<file path="src/gpio_wake_pkg.sv">
// constants shared by the port and wakeup block
package gpio_wake_pkg;
  // ---------------------------------------------------------------
  // register indexes (byte address is four times the index)
  // ---------------------------------------------------------------
  localparam logic [7:0] IDX_WAKE_EDGE_SELECT = 8'hAF;
  localparam logic [7:0] IDX_WAKE_PENDING_FLAGS = 8'hB0;
  localparam logic [7:0] IDX_WAKE_ENABLE = 8'hB1;
  localparam logic [7:0] IDX_PIN_OUTPUT_VALUE = 8'hB2;
  localparam logic [7:0] IDX_PIN_DIRECTION = 8'hB3;
  localparam logic [7:0] IDX_PIN_LEVEL = 8'hB4;
  localparam logic [7:0] IDX_TIMER_ZERO_CONTROL = 8'hB6;
  localparam logic [7:0] IDX_DEAD_DELAY_REGISTER = 8'hC0;
  // ---------------------------------------------------------------
  // field positions
  // ---------------------------------------------------------------
  localparam int TZC_WAKE_INT_EN_BIT = 7;
  localparam int TZC_TIMER_PEND_BIT = 1;
  localparam int TZC_TIMER_INT_EN_BIT = 0;
  localparam int DDR_COMP_WAKE_SEL_BIT = 6;
  localparam int COMP_CHANNEL = 6;
  localparam int PIN_ZERO = 0;
  localparam int PIN_FIVE = 5;
  // ---------------------------------------------------------------
  // reset values and sync depth
  // ---------------------------------------------------------------
  localparam logic [7:0] RST_BYTE = 8'h00;
  localparam int SYNC_STAGES = 2;
endpackage

</file>
<file path="src/gpio_pin_sync.sv">
// two-flop synchroniser for the pin inputs
`timescale 1ns/1ps
`default_nettype none
module gpio_pin_sync #(
  parameter int WIDTH = 8
) (
  input wire logic i_core_clk,
  input wire logic i_rst,
  input wire logic [WIDTH-1:0] i_async,
  output logic [WIDTH-1:0] o_sync
);
  logic [WIDTH-1:0] meta_ff;
  logic [WIDTH-1:0] sync_ff;

  always_ff @(posedge i_core_clk or posedge i_rst) begin
    if (i_rst) begin
      meta_ff <= '0;
      sync_ff <= '0;
    end else begin
      meta_ff <= i_async;
      sync_ff <= meta_ff;
    end
  end

  assign o_sync = sync_ff;
endmodule
`default_nettype wire

</file>
<file path="src/gpio_wake_edge.sv">
// per-channel edge detector and sticky pending flags
`timescale 1ns/1ps
`default_nettype none
module gpio_wake_edge #(
  parameter int WIDTH = 8
) (
  input wire logic i_core_clk,
  input wire logic i_rst,
  input wire logic [WIDTH-1:0] i_sample,
  input wire logic [WIDTH-1:0] i_enable,
  input wire logic [WIDTH-1:0] i_falling_sel,
  input wire logic [WIDTH-1:0] i_clear,
  output logic [WIDTH-1:0] o_pending
);
  logic [WIDTH-1:0] prev_ff;
  logic [WIDTH-1:0] pend_ff;
  logic [WIDTH-1:0] rise;
  logic [WIDTH-1:0] fall;
  logic [WIDTH-1:0] hit;

  // compare with previous sample
  assign rise = i_sample & ~prev_ff;
  assign fall = ~i_sample & prev_ff;
  // edge choice and enable gate
  assign hit = i_enable & ((i_falling_sel & fall) | (~i_falling_sel & rise));

  always_ff @(posedge i_core_clk or posedge i_rst) begin
    if (i_rst) begin
      prev_ff <= '0;
    end else begin
      prev_ff <= i_sample;
    end
  end

  // set wins over clear
  always_ff @(posedge i_core_clk or posedge i_rst) begin
    if (i_rst) begin
      pend_ff <= '0;
    end else begin
      pend_ff <= (pend_ff & ~i_clear) | hit;
    end
  end

  assign o_pending = pend_ff;
endmodule
`default_nettype wire

</file>
<file path="src/gpio_port_with_edge_wakeup.sv">
// eight-pin port with edge wakeup unit behind an apb slave
//
// The APB register port is this design's own decision.
`timescale 1ns/1ps
`default_nettype none
module gpio_port_with_edge_wakeup #(
  parameter int WIDTH = 8,
  parameter int ADDR_W = 12
) (
  input wire logic i_core_clk,
  input wire logic i_rst,
  // ---------------------------------------------------------------
  // apb slave
  // ---------------------------------------------------------------
  input wire logic i_psel,
  input wire logic i_penable,
  input wire logic i_pwrite,
  input wire logic [ADDR_W-1:0] i_paddr,
  input wire logic [31:0] i_pwdata,
  output logic o_pready,
  output logic [31:0] o_prdata,
  output logic o_pslverr,
  // ---------------------------------------------------------------
  // pins
  // ---------------------------------------------------------------
  input wire logic [WIDTH-1:0] i_pin,
  output logic [WIDTH-1:0] o_pin,
  output logic [WIDTH-1:0] o_pin_oe,
  output logic [WIDTH-1:0] o_pin_pullup,
  // ---------------------------------------------------------------
  // nonvolatile defaults for pins zero and five: {direction, value}
  // ---------------------------------------------------------------
  input wire logic i_nv_cfg_load,
  input wire logic [1:0] i_nv_pin_zero_cfg,
  input wire logic [1:0] i_nv_pin_five_cfg,
  // ---------------------------------------------------------------
  // on-chip neighbours
  // ---------------------------------------------------------------
  input wire logic i_comparator_off_signal,
  input wire logic i_timer_overflow,
  input wire logic i_low_power_mode,
  input wire logic i_halt_idle_cmd,
  output logic o_halt_idle_enter,
  output logic o_wake_request,
  output logic o_edge_interrupt,
  output logic o_timer_interrupt
);
  // ---------------------------------------------------------------
  // state
  // ---------------------------------------------------------------
  logic [WIDTH-1:0] pin_direction_ff;
  logic [WIDTH-1:0] pin_output_value_ff;
  logic [WIDTH-1:0] wake_enable_ff;
  logic [WIDTH-1:0] wake_edge_select_ff;
  logic wake_interrupt_enable_ff;
  logic timer_pending_ff;
  logic timer_int_enable_ff;
  logic comparator_wake_select_ff;
  logic nv_done_ff;
  logic [31:0] prdata_ff;
  logic pslverr_ff;

  logic [WIDTH-1:0] pin_level;
  logic [WIDTH-1:0] wake_source;
  logic [WIDTH-1:0] pend_clear;
  logic [WIDTH-1:0] wake_pending_flags;
  logic any_pending;
  logic [7:0] idx;
  logic setup_phase;
  logic wr_access;
  logic [31:0] nxt_prdata;
  logic nxt_pslverr;

  // ---------------------------------------------------------------
  // decode helpers
  // ---------------------------------------------------------------
  function automatic logic known_idx(input logic [7:0] a);
    unique case (a)
      gpio_wake_pkg::IDX_WAKE_EDGE_SELECT,
      gpio_wake_pkg::IDX_WAKE_PENDING_FLAGS,
      gpio_wake_pkg::IDX_WAKE_ENABLE,
      gpio_wake_pkg::IDX_PIN_OUTPUT_VALUE,
      gpio_wake_pkg::IDX_PIN_DIRECTION,
      gpio_wake_pkg::IDX_PIN_LEVEL,
      gpio_wake_pkg::IDX_TIMER_ZERO_CONTROL,
      gpio_wake_pkg::IDX_DEAD_DELAY_REGISTER: known_idx = 1'b1;
      default: known_idx = 1'b0;
    endcase
  endfunction

  function automatic logic wr_hit(input logic [7:0] a, input logic [7:0] target,
                                  input logic wr);
    wr_hit = wr && (a == target);
  endfunction

  assign idx = i_paddr[9:2];
  assign setup_phase = i_psel && !i_penable;
  assign wr_access = i_psel && i_penable && i_pwrite && (i_paddr[1:0] == 2'b00)
                     && (i_paddr[ADDR_W-1:10] == '0);

  // ---------------------------------------------------------------
  // pin synchroniser
  // ---------------------------------------------------------------
  gpio_pin_sync #(
    .WIDTH(WIDTH)
  ) u_sync (
    .i_core_clk(i_core_clk),
    .i_rst(i_rst),
    .i_async(i_pin),
    .o_sync(pin_level)
  );

  // ---------------------------------------------------------------
  // port configuration registers
  // ---------------------------------------------------------------
  // reset to floating inputs, then one load of pin zero/five defaults
  always_ff @(posedge i_core_clk or posedge i_rst) begin
    if (i_rst) begin
      pin_direction_ff <= gpio_wake_pkg::RST_BYTE;
      nv_done_ff <= 1'b0;
    end else begin
      nv_done_ff <= 1'b1;
      if (!nv_done_ff && i_nv_cfg_load) begin
        pin_direction_ff[gpio_wake_pkg::PIN_ZERO] <= i_nv_pin_zero_cfg[1];
        pin_direction_ff[gpio_wake_pkg::PIN_FIVE] <= i_nv_pin_five_cfg[1];
      end else if (wr_hit(idx, gpio_wake_pkg::IDX_PIN_DIRECTION, wr_access)) begin
        pin_direction_ff <= i_pwdata[WIDTH-1:0];
      end
    end
  end

  always_ff @(posedge i_core_clk or posedge i_rst) begin
    if (i_rst) begin
      pin_output_value_ff <= gpio_wake_pkg::RST_BYTE;
    end else if (!nv_done_ff && i_nv_cfg_load) begin
      pin_output_value_ff[gpio_wake_pkg::PIN_ZERO] <= i_nv_pin_zero_cfg[0];
      pin_output_value_ff[gpio_wake_pkg::PIN_FIVE] <= i_nv_pin_five_cfg[0];
    end else if (wr_hit(idx, gpio_wake_pkg::IDX_PIN_OUTPUT_VALUE, wr_access)) begin
      pin_output_value_ff <= i_pwdata[WIDTH-1:0];
    end
  end

  // ---------------------------------------------------------------
  // pin drivers
  // ---------------------------------------------------------------
  assign o_pin_oe = pin_direction_ff;
  assign o_pin = pin_output_value_ff & pin_direction_ff;
  assign o_pin_pullup = pin_output_value_ff & ~pin_direction_ff;

  // ---------------------------------------------------------------
  // wakeup configuration
  // ---------------------------------------------------------------
  always_ff @(posedge i_core_clk or posedge i_rst) begin
    if (i_rst) begin
      wake_enable_ff <= gpio_wake_pkg::RST_BYTE;
    end else if (wr_hit(idx, gpio_wake_pkg::IDX_WAKE_ENABLE, wr_access)) begin
      wake_enable_ff <= i_pwdata[WIDTH-1:0];
    end
  end

  always_ff @(posedge i_core_clk or posedge i_rst) begin
    if (i_rst) begin
      wake_edge_select_ff <= gpio_wake_pkg::RST_BYTE;
    end else if (wr_hit(idx, gpio_wake_pkg::IDX_WAKE_EDGE_SELECT, wr_access)) begin
      wake_edge_select_ff <= i_pwdata[WIDTH-1:0];
    end
  end

  // timer-zero control: wake enable, timer enable, timer pending
  always_ff @(posedge i_core_clk or posedge i_rst) begin
    if (i_rst) begin
      wake_interrupt_enable_ff <= 1'b0;
      timer_int_enable_ff <= 1'b0;
    end else if (wr_hit(idx, gpio_wake_pkg::IDX_TIMER_ZERO_CONTROL, wr_access)) begin
      wake_interrupt_enable_ff <= i_pwdata[gpio_wake_pkg::TZC_WAKE_INT_EN_BIT];
      timer_int_enable_ff <= i_pwdata[gpio_wake_pkg::TZC_TIMER_INT_EN_BIT];
    end
  end

  // timer pending: overflow sets, write 0 clears, set wins
  always_ff @(posedge i_core_clk or posedge i_rst) begin
    if (i_rst) begin
      timer_pending_ff <= 1'b0;
    end else if (i_timer_overflow) begin
      timer_pending_ff <= 1'b1;
    end else if (wr_hit(idx, gpio_wake_pkg::IDX_TIMER_ZERO_CONTROL, wr_access)
                 && !i_pwdata[gpio_wake_pkg::TZC_TIMER_PEND_BIT]) begin
      timer_pending_ff <= 1'b0;
    end
  end

  always_ff @(posedge i_core_clk or posedge i_rst) begin
    if (i_rst) begin
      comparator_wake_select_ff <= 1'b0;
    end else if (wr_hit(idx, gpio_wake_pkg::IDX_DEAD_DELAY_REGISTER, wr_access)) begin
      comparator_wake_select_ff <= i_pwdata[gpio_wake_pkg::DDR_COMP_WAKE_SEL_BIT];
    end
  end

  // ---------------------------------------------------------------
  // wakeup unit
  // ---------------------------------------------------------------
  // channel 6 source select; pin level used whatever the direction
  always_comb begin
    wake_source = pin_level;
    if (comparator_wake_select_ff) begin
      wake_source[gpio_wake_pkg::COMP_CHANNEL] = i_comparator_off_signal;
    end
  end

  // written zeros clear, written ones hold
  assign pend_clear = wr_hit(idx, gpio_wake_pkg::IDX_WAKE_PENDING_FLAGS, wr_access)
                      ? ~i_pwdata[WIDTH-1:0] : '0;

  gpio_wake_edge #(
    .WIDTH(WIDTH)
  ) u_edge (
    .i_core_clk(i_core_clk),
    .i_rst(i_rst),
    .i_sample(wake_source),
    .i_enable(wake_enable_ff),
    .i_falling_sel(wake_edge_select_ff),
    .i_clear(pend_clear),
    .o_pending(wake_pending_flags)
  );

  assign any_pending = |wake_pending_flags;
  assign o_wake_request = any_pending && i_low_power_mode;
  assign o_edge_interrupt = any_pending && wake_interrupt_enable_ff;
  assign o_halt_idle_enter = i_halt_idle_cmd && !any_pending;
  assign o_timer_interrupt = timer_pending_ff && timer_int_enable_ff;

  // ---------------------------------------------------------------
  // apb read path, data captured in the setup cycle
  // ---------------------------------------------------------------
  always_comb begin
    nxt_prdata = 32'h00000000;
    nxt_pslverr = 1'b0;
    if (i_paddr[1:0] != 2'b00 || i_paddr[ADDR_W-1:10] != '0 || !known_idx(idx)) begin
      nxt_pslverr = 1'b1;
    end else begin
      unique case (idx)
        gpio_wake_pkg::IDX_WAKE_EDGE_SELECT: nxt_prdata[WIDTH-1:0] = wake_edge_select_ff;
        gpio_wake_pkg::IDX_WAKE_PENDING_FLAGS: nxt_prdata[WIDTH-1:0] = wake_pending_flags;
        gpio_wake_pkg::IDX_WAKE_ENABLE: nxt_prdata[WIDTH-1:0] = wake_enable_ff;
        gpio_wake_pkg::IDX_PIN_OUTPUT_VALUE: nxt_prdata[WIDTH-1:0] = pin_output_value_ff;
        gpio_wake_pkg::IDX_PIN_DIRECTION: nxt_prdata[WIDTH-1:0] = pin_direction_ff;
        gpio_wake_pkg::IDX_PIN_LEVEL: nxt_prdata[WIDTH-1:0] = pin_level;
        gpio_wake_pkg::IDX_TIMER_ZERO_CONTROL: begin
          nxt_prdata[gpio_wake_pkg::TZC_WAKE_INT_EN_BIT] = wake_interrupt_enable_ff;
          nxt_prdata[gpio_wake_pkg::TZC_TIMER_PEND_BIT] = timer_pending_ff;
          nxt_prdata[gpio_wake_pkg::TZC_TIMER_INT_EN_BIT] = timer_int_enable_ff;
        end
        default: nxt_prdata[gpio_wake_pkg::DDR_COMP_WAKE_SEL_BIT] = comparator_wake_select_ff;
      endcase
    end
  end

  always_ff @(posedge i_core_clk or posedge i_rst) begin
    if (i_rst) begin
      prdata_ff <= 32'h00000000;
      pslverr_ff <= 1'b0;
    end else if (setup_phase) begin
      prdata_ff <= i_pwrite ? 32'h00000000 : nxt_prdata;
      pslverr_ff <= nxt_pslverr;
    end
  end

  assign o_pready = 1'b1;
  assign o_prdata = prdata_ff;
  assign o_pslverr = pslverr_ff && i_psel && i_penable;
endmodule
`default_nettype wire

</file>
<file path="config.mk">
export PLATFORM = sky130hd
export DESIGN_NAME = gpio_port_with_edge_wakeup
export DESIGN_NICKNAME = d
export VERILOG_FILES = /design/src/gpio_wake_pkg.sv /design/src/gpio_pin_sync.sv /design/src/gpio_wake_edge.sv /design/src/gpio_port_with_edge_wakeup.sv
export SDC_FILE = /design/constraint.sdc
export NUM_CORES = 1
export LEC_CHECK = 0
export BUFFER_PORTS_ARGS = -buffer_cell sky130_fd_sc_hd__buf_2
export CAP_MARGIN = 20
export CORE_ASPECT_RATIO = 1.4
export CORE_UTILIZATION = 54
export CTS_CLUSTER_SIZE = 40
export DETAILED_ROUTE_END_ITERATION = 6
export PLACE_DENSITY_LB_ADDON = 0.15
export SLEW_MARGIN = 25
export SYNTH_ARGS = -nofsm -noshare
export SYNTH_HDL_FRONTEND = slang
export SYNTH_SLANG_ARGS = --single-unit
</file>
<file path="constraint.sdc">
create_clock -name i_core_clk -period 3.6 [get_ports i_core_clk]
set_input_delay 0.72 -clock i_core_clk [delete_from_list [all_inputs] [get_ports i_core_clk]]
set_output_delay 0.72 -clock i_core_clk [all_outputs]
set_load 0.05 [all_outputs]
</file>
# Word level (Yosys, flattened, before mapping)
# Index checks and enable logic that the tools add are counted.
dict set report word_totals {
  inputBits 66
  register_bits 102
  output_inout_bits 62
  word_cells 98
}
dict set report classes {
  n_bitwise 17
  eq_ne 8
  n_reduce_logical 38
  n_mux 18
}
# op count
set op_table {}
lappend op_table {{8-bit bitwise AND} 8}
lappend op_table {{8-bit == test (second input constant)} 8}
lappend op_table {{8-bit NOT} 6}
lappend op_table {{8-bit 2-to-1 mux} 3}
lappend op_table {{4-bit case mux with 6 select lines} 1}
lappend op_table {{1-bit logical AND} 20}
lappend op_table {{8-bit OR} 2}
lappend op_table {{8-bit OR reduction} 2}
lappend op_table {{1-bit case mux with 7 select lines} 2}
lappend op_table {{2-bit case mux with 7 select lines} 1}
lappend op_table {{6-bit 2-to-1 mux} 2}
lappend op_table {{2-bit nonzero test} 5}
lappend op_table {{1-bit 2-to-1 mux} 9}
lappend op_table {{1-bit logical NOT} 5}
lappend op_table {{2-bit logical NOT} 2}
lappend op_table {{2-bit AND reduction} 2}
lappend op_table {{1-bit logical OR} 2}
lappend op_table {{1-bit NOT} 1}

# Logic depth before layout (Yosys ltp)
# Gate-level depths: netlist of run 1.
dict set report logic_depth {
  ltp_word 9
  mapped_depth 6
  depth_no_buf 4
}

# By module
# Synthesis of run 1 repeated with hierarchy kept, for this count alone.
dict set report hier_totals {
  hier_cells 340
  area_unflattened_um2 3903.7
}
# mod seq_area_each_um2 n_inst cells_per_inst area_each_um2
set modules_own_cells {}
lappend modules_own_cells {gpio_port_with_edge_wakeup 1151.1 1 274 2845.2}
lappend modules_own_cells {gpio_wake_edge 400.4 1 49 654.4}
lappend modules_own_cells {gpio_pin_sync 400.4 1 17 404.1}

# Worst setup path after synthesis of run 1
# No wires, ideal clock.
dict set report synth_path {
  path_kind {input to register}
  startpoint {input port i_paddr[11]}
  endpoint {register pin_output_value_ff[1]}
  cell_stages 5
  t_required_ns 3.475
  n_path_buf 1
  arrival_ns 2.423
  slack_ns 1.052
  setup_time_ns 0.125
  path_cell_list {or4_4 > or2_0 > buf_4 > nor4_4 > mux2_2}
}
dict set report synth_via {
  elab_chain_cells 4
}
# item line_no
set synth_lines {}
lappend synth_lines {{from (decl)} gpio_port_with_edge_wakeup.sv:18} ;# input wire logic [ADDR_W-1:0] i_paddr,
lappend synth_lines {{2-bit logical NOT} gpio_port_with_edge_wakeup.sv:99} ;# && (i_paddr[ADDR_W-1:10] == '0);
lappend synth_lines {{1-bit logical AND} gpio_port_with_edge_wakeup.sv:99}
lappend synth_lines {{1-bit logical AND} gpio_port_with_edge_wakeup.sv:93} ;# wr_hit = wr && (a == target);
lappend synth_lines {{2-bit AND reduction (no source line)} -}
lappend synth_lines {{to (signal assigned)} gpio_port_with_edge_wakeup.sv:134} ;# pin_output_value_ff <= gpio_wake_pkg::RST_BYTE;
lappend synth_lines {{to (signal, indexed assignment)} gpio_port_with_edge_wakeup.sv:136} ;# pin_output_value_ff[gpio_wake_pkg::PIN_ZERO] <= i_nv_pin_zero_cfg[0];
lappend synth_lines {{to (signal, indexed assignment)} gpio_port_with_edge_wakeup.sv:137} ;# pin_output_value_ff[gpio_wake_pkg::PIN_FIVE] <= i_nv_pin_five_cfg[0];
lappend synth_lines {{to (decl)} gpio_port_with_edge_wakeup.sv:52} ;# logic [WIDTH-1:0] pin_output_value_ff;
# Every way passes these cells.
# A chain may end at the register's enable or synchronous reset.

# Worst setup path in the final report of run 1
dict set report layout_path {
  startpoint {register u_edge.pend_ff[5] (netlist: u_edge.o_pending[5])}
  endpoint {output port o_wake_request}
}
dict set report layout_via {
  elab_chain_cells 2
}
# item line_no
set layout_lines {}
lappend layout_lines {{from (decl)} gpio_wake_edge.sv:16} ;# logic [WIDTH-1:0] pend_ff;
lappend layout_lines {{from (signal assigned)} gpio_wake_edge.sv:40} ;# pend_ff <= (pend_ff & ~i_clear) | hit;
lappend layout_lines {{8-bit OR reduction} gpio_port_with_edge_wakeup.sv:227} ;# assign any_pending = |wake_pending_flags;
lappend layout_lines {{1-bit logical AND} gpio_port_with_edge_wakeup.sv:228} ;# assign o_wake_request = any_pending && i_low_power_mode;
lappend layout_lines {{to (decl)} gpio_port_with_edge_wakeup.sv:44} ;# output logic o_wake_request,
# Every way passes these cells.

==> out/summary.txt, run 1 <==
Area contributors post-synth -> dfrtp_1 51%, mux2_2 9.1%, buf_4 5.1%
EDFF count, synth -> 0
DRC errors left -> 0
Die X -> 73.3 µm
Slew headroom -> 49.5%
FMAX -> 389 MHz
Synth Area in Adders -> 0%
Final WS setup -> 1030 ps
GRT overflow -> 0
peak supply drop -> 0.297 mV
Crit path max-delay family -> simple AND/OR/NAND/NOR gates
slowest stage delay, CP -> 550 ps
hold_buf cts -> 0
Chip Height -> 102 µm
Synth async-reset ratio -> 100%
synthesized flop and latch total -> 78
routability cong. -> 0.911
Comb pwr share -> 11.9%
H-Tree Depth -> 3
Post-synth top cells -> 78 x dfrtp_1, 31 x mux2_2, 28 x nand2_1, 26 x buf_4, 24 x o21ai_0
# diodes -> 0
via count -> 3110
final hold violation count -> 0
# fillers -> 593
Int Power -> 1.35 mW
Synth Area in Compound Gates -> 11.5%
warnings from Yosys -> 0
DR pass1 iterations -> 7
largest family of logic cells by synthesized area -> simple AND/OR/NAND/NOR gates
clk sinks -> 78
CP max stage cell -> nor4_1
remaining antenna violation count -> 0
Synth area leader -> dfrtp_1
max-slew violation count -> 0
clk_lat worst skew -> 360 ps
die footprint -> 0.00746 mm²
worst path arrival time -> 1850 ps
IO Port Bufs -> 78
initial DRC count -> 219
core area -> 0.00694 mm²
Setup WS pre-CTS -> 670 ps
Final Cycle Share -> 71.4%
sequential-to-total area share from yosys stat -> 50.8%
drt wl/cell -> 16.7 µm
area taken by multi-input logic gates -> 0.00172 mm²
critical path cell sequence -> nor4_1, nand2_1, and2_1, buf_2
drt total wl -> 9.11 mm
Crit Path Max Fanout -> 3
Layout area overhead -> 17.7%
synthesized area -> 0.00384 mm²
unrepaired setup endpoints after global routing -> false
Yosys top cell area share -> 50.8%
initial antenna violation count -> 0
startpoint types -> flop
Post-Syn Instances -> 358
Synth Flop Type -> dfrtp_1
worst slew pin tran -> 752 ps
min Tclk post-route -> 2570 ps
Clock Path Buffers -> 2
P_leak -> 2.14 nW
nets@finish -> 514
total global routing track utilization -> 26.9%
Avg Cell Area, Syn -> 10.7 µm²
CTS tree -> done
part of the power in registers -> 49.4%
status -> completed
mux share of post-synthesis cell area -> 11.4%
Root Driver -> clkbuf_8
WP buf/inv -> 1
Clk network pwr share -> 38.8%
Setup TNS Final -> 0 ps
Final HPWL DP -> 6.68 mm
Post-Synth XOR/XNOR Area -> 0%
pwr dens -> 409 mW/mm²
first-pass GRT wire length -> 14.6 mm
io pins -> 128
Vias/cell -> 5.69
Max Cap Viol -> 0
Sw Ratio -> 26.6%
Synth Area in Simple Gates -> 19.2%
post-CTS setup buffers -> 0
kind of critical path -> flop to output port
CP Capture Type -> output port
Final setup violation count -> 0
Clock Skews -> 7.67 ps
Worst Hold Class -> flop to flop
sw power -> 491 µW
number of CTS-inserted buffers -> 9
Starting Density -> 55.4%
hold slack -> 349 ps
total area of sequential cells -> 0.00195 mm²
CTS resizes -> 0
Rows -> 36
clock-pin transition on the worst setup and hold timing paths -> 80 ps
largest net degree at the start of global routing -> 33
share of cells above drive strength 1 -> 31.4%
Worst EP required -> 2880 ps
Yosys cell types -> 49
vias in the first global route -> 2951
most frequent cell after synthesis -> dfrtp_1
## cells in the final DEF (no fill, tap or decap), drive strengths merged, types with 2 or more instances in the layout
cell type	netlist	routed
buf	26	91
dfrtp	78	78
mux2	31	31
nand2	28	28
conb	2	26
o21ai	24	24
nor2	17	17
and2	12	12
clkbuf	10	12
nor2b	11	11
nor3	11	11
mux2i	9	9
nor3b	8	8
nand3	8	8
a22oi	7	7
inv	7	7
nor4	6	6
nand2b	5	5
and3	5	5
o31ai	4	4
a31oi	4	4
o2bb2ai	4	4
a32oi	4	4
or4	4	4
nand4b	3	3
a21oi	3	3
nand4	3	3
a222oi	3	3
and4b	2	2
a21boi	2	2
nand3b	2	2
a2111oi	2	2
o211ai	2	2
bufinv	0	2
clkinv	1	2
## worst reg2reg max path: cells and delay by family, from the launching register on
| kind | cells | cell delay [ps] |
|---|---|---|
| and+or+nand+nor | 2 | 560 |
| muxes | 1 | 340 |
| DFF | 1 | 340 |
| buffers and inverters | 1 | 220 |
## kinds of logic (layout without fill, tap and decap cells)
kind of cell | after synthesis | in the layout
simple gates | 129 | 129
flops | 78 | 78
buf+inv | 44 | 114
compound gates | 65 | 65
mux | 40 | 40
other cells | 2 | 26
## stage by stage
stage | instances | util, % | cell area [µm²] | total power, mW
detailed placement | 532 | 62.0 | 4300 | 1.15
CTS | 547 | 65.1 | 4520 | 1.86
floorplan | 382 | - | 3930 | 1.10
global route | 547 | 65.1 | 4520 | 1.91
finish | 547 | 65.1 | 4520 | 1.85
global placement | 532 | 62.0 | 4300 | 1.14
## power by group through the flow
stage	Combinational [mW]	Clock (mW)	Sequential, mW
2_1_floorplan	0.171	0	0.934
3_3_place_gp	0.217	0	0.928
3_5_place_dp	0.219	0	0.929
4_1_cts	0.219	0.728	0.912
5_1_grt	0.237	0.760	0.914
6_report	0.219	0.716	0.911
## flip-flops by register name, indices dropped and copies added, names as in the netlist
signal and count:
timer_pending_ff 1, u_sync.meta_ff 8, nv_done_ff 1, pslverr_ff 1
u_sync.o_sync 8, u_edge.prev_ff 8, o_pin_oe 8, wake_edge_select_ff 8
pin_output_value_ff 8, wake_interrupt_enable_ff 1, wake_enable_ff 8, o_prdata 8
timer_int_enable_ff 1, comparator_wake_select_ff 1, u_edge.o_pending 8
## layout make-up
class / count / area share (%)
Sequential cell: 78 / 43.2
Clock buffer: 12 / 3.21
Clock inverter: 3 / 1.52
Timing Repair Buffer: 91 / 10.8
Inverter: 8 / 0.665
Tap cell: 95 / 2.63
Multi-Input combinational cell: 260 / 38.0
## metal layers
layer  GRT usage [%]  routed length, µm  up-vias
met5               0                  0        -
met4            12.8                250        0
met3            5.57                657       21
met2            43.2               4380      150
met1            34.5               3820     1503
li1                -                  -     1436
## final timing paths
check                                    start                endpoint  slack, ps  cells past startpoint
max                        u_edge.o_pending[5]          o_wake_request       1030                      4
min                          u_sync.meta_ff[0]        u_sync.o_sync[0]        350                      0
max reg2reg                         nv_done_ff  pin_output_value_ff[6]       2020                      4
min reg2reg                  u_sync.meta_ff[0]        u_sync.o_sync[0]        350                      0
max in group asynchronous                i_rst  wake_edge_select_ff[6]       2440                      3
min in group asynchronous                i_rst       u_sync.meta_ff[3]        380                      2
No activity file was read; power rests on OpenSTA's default activity.
==> inputs of run 2 (changes only) <==
CORE_UTILIZATION = 51   (was 54)
clock period = 2.65 ns   (was 3.6 ns; I/O delays follow)
==> out/summary.txt, run 2 (synthesized netlist as in run 1, its figures left out) <==
Slew headroom -> 46.5% (was 49.5%)
GRT overflow -> 0 (unchanged)
pwr dens -> 544 mW/mm² (was 409 mW/mm²)
Placed Area -> 0.00440 mm² (was 0.00430 mm²)
number of CTS-inserted buffers -> 9 (unchanged)
first-pass GRT wire length -> 15.4 mm (was 14.6 mm)
H-Tree Depth -> 3 (unchanged)
Clk network pwr share -> 38.4% (was 38.8%)
initial DRC count -> 265 (was 219)
final hold violation count -> 0 (unchanged)
part of the power in registers -> 49.3% (was 49.4%)
Util after Layout -> 63.1% (was 65.1%)
Crit Path Max Fanout -> 3 (unchanged)
Sw Ratio -> 26.8% (was 26.6%)
unrepaired setup endpoints after global routing -> false (unchanged)
Root Driver -> clkbuf_8 (unchanged)
CTS resizes -> 0 (unchanged)
Comb pwr share -> 12.3% (was 11.9%)
Final HPWL DP -> 6.78 mm (was 6.68 mm)
share of cells above drive strength 1 -> 33.3% (was 31.4%)
hold_buf cts -> 0 (unchanged)
failing checks -> design-rule violations
largest net degree at the start of global routing -> 79 (was 33)
startpoint types -> flop (unchanged)
kind of critical path -> flop to output port (unchanged)
die footprint -> 0.00789 mm² (was 0.00746 mm²)
routability cong. -> 0.941 (was 0.911)
# fillers -> 644 (was 593)
drt total wl -> 9.48 mm (was 9.11 mm)
total global routing track utilization -> 26.7% (was 26.9%)
post-CTS setup buffers -> 0 (unchanged)
core area -> 0.00731 mm² (was 0.00694 mm²)
FMAX -> 417 MHz
Rows -> 37 (was 36)
peak supply drop -> 0.335 mV (was 0.297 mV)
Chip Height -> 105 µm (was 102 µm)
Worst EP required -> 2120 ps (was 2880 ps)
min Tclk post-route -> 2400 ps
io pins -> 128 (unchanged)
most frequent cells in the layout -> 78 x dfrtp_1, 78 x buf_2, 31 x mux2_2, 28 x nand2_1, 26 x conb_1 (unchanged)
Clock Path Buffers -> 2 (unchanged)
Clock Skews -> 6.36 ps (was 7.67 ps)
clk_lat worst skew -> 360 ps (about the same)
CTS tree -> done (unchanged)
Die X -> 75.3 µm (was 73.3 µm)
status -> finished, violations left (was completed)
P_leak -> 2.19 nW (was 2.14 nW)
worst slew pin tran -> 796 ps (was 752 ps)
worst path arrival time -> 1870 ps (was 1850 ps)
Vias/cell -> 5.70 (was 5.69)
clock-pin transition on the worst setup and hold timing paths -> 80 ps (about the same)
drt wl/cell -> 16.9 µm (was 16.7 µm)
Starting Density -> 52.5% (was 55.4%)
DR pass1 iterations -> 7 (unchanged)
via count -> 3187 (was 3110)
CP Capture Type -> output port (unchanged)
Setup TNS Final -> 0 ps (unchanged)
Worst Hold Class -> input pin to async pin (was flop to flop)
nets@finish -> 525 (was 514)
IO Port Bufs -> 78 (unchanged)
# diodes -> 0 (unchanged)
remaining antenna violation count -> 0 (unchanged)
Layout area overhead -> 20.1% (was 17.7%)
DRC errors left -> 2 (was 0)
initial antenna violation count -> 0 (unchanged)
Final Cycle Share -> 90.5%
sw power -> 673 µW (was 491 µW)
Max Cap Viol -> 0 (unchanged)
clk sinks -> 78 (unchanged)
fin area -> 0.00461 mm² (was 0.00452 mm²)
max-slew violation count -> 0 (unchanged)
Final setup violation count -> 0 (unchanged)
vias in the first global route -> 3030 (was 2951)
Int Power -> 1.84 mW (was 1.35 mW)
-- run 2: changes by cell type in the layout (fill, tap and decap cells not counted) --
cell        change
buf_4          +10
clkbuf_1        -2
buf_12          +1
clkinv_2        +1
clkinv_4        -1
clkinvlp_4      +1
-- run 2: critical path, stage by stage, from the launching register on --
cell and delay, ps:
dfrtp_1 430, nor4_1 580, nand2_1 130, and2_1 170, buf_2 200
-- run 2: area by class of cell --
type / instances / area [µm²] / share of cell area [%]
Tap cell: 97 / 121 / 2.63
Sequential cell: 78 / 1950 / 42.3
Timing Repair Buffer: 102 / 583 / 12.6
Multi-Input combinational cell: 260 / 1720 / 37.2
Clock inverter: 4 / 72.6 / 1.57
Inverter: 8 / 30.0 / 0.651
Clock buffer: 10 / 138 / 2.98
-- run 2: through the flow --
| step | instances | hold WS (ps) | power (mW) | setup slack [ps] |
|---|---|---|---|---|
| final | 559 | 250 | 2.51 | 252 |
| after floorplan | 382 | 331 | 1.50 | 125 |
| after global routing | 559 | 257 | 2.60 | 143 |
| after detailed placement | 545 | 337 | 1.57 | 117 |
| after global placement | 545 | 332 | 1.56 | 136 |
| after CTS | 559 | 259 | 2.53 | 290 |
-- run 2: final timing paths --
kind                                endpoint  cells after the start           startpoint  slack [ps]
min                        u_edge.prev_ff[4]                      3                i_rst         250
min in group i_core_clk    u_sync.meta_ff[1]                      1             i_pin[1]         270
max reg2reg                      o_prdata[4]                      4          o_pin_oe[4]        1210
max                         o_edge_interrupt                      4  u_edge.o_pending[5]         250
min reg2reg                 u_sync.o_sync[4]                      0    u_sync.meta_ff[4]         350
max in group asynchronous        o_prdata[3]                      3                i_rst        2080
-- run 2: power by group through the flow --
| stage | registers [mW] | logic, mW | clock network [mW] |
|---|---|---|---|
| 2_1_floorplan | 1.27 | 0.232 | 0 |
| 4_1_cts | 1.24 | 0.307 | 0.985 |
| 6_report | 1.24 | 0.308 | 0.964 |
| 3_3_place_gp | 1.26 | 0.304 | 0 |
| 3_5_place_dp | 1.26 | 0.307 | 0 |
| 5_1_grt | 1.24 | 0.332 | 1.02 |
-- run 2: routing by layer --
layer,global-route usage (%),up-vias,wire (µm)
li1,-,1458,-
met1,36.4,1539,3950
met2,39.9,165,4470
met3,5.30,25,748
met4,13.6,0,310
met5,0,-,0
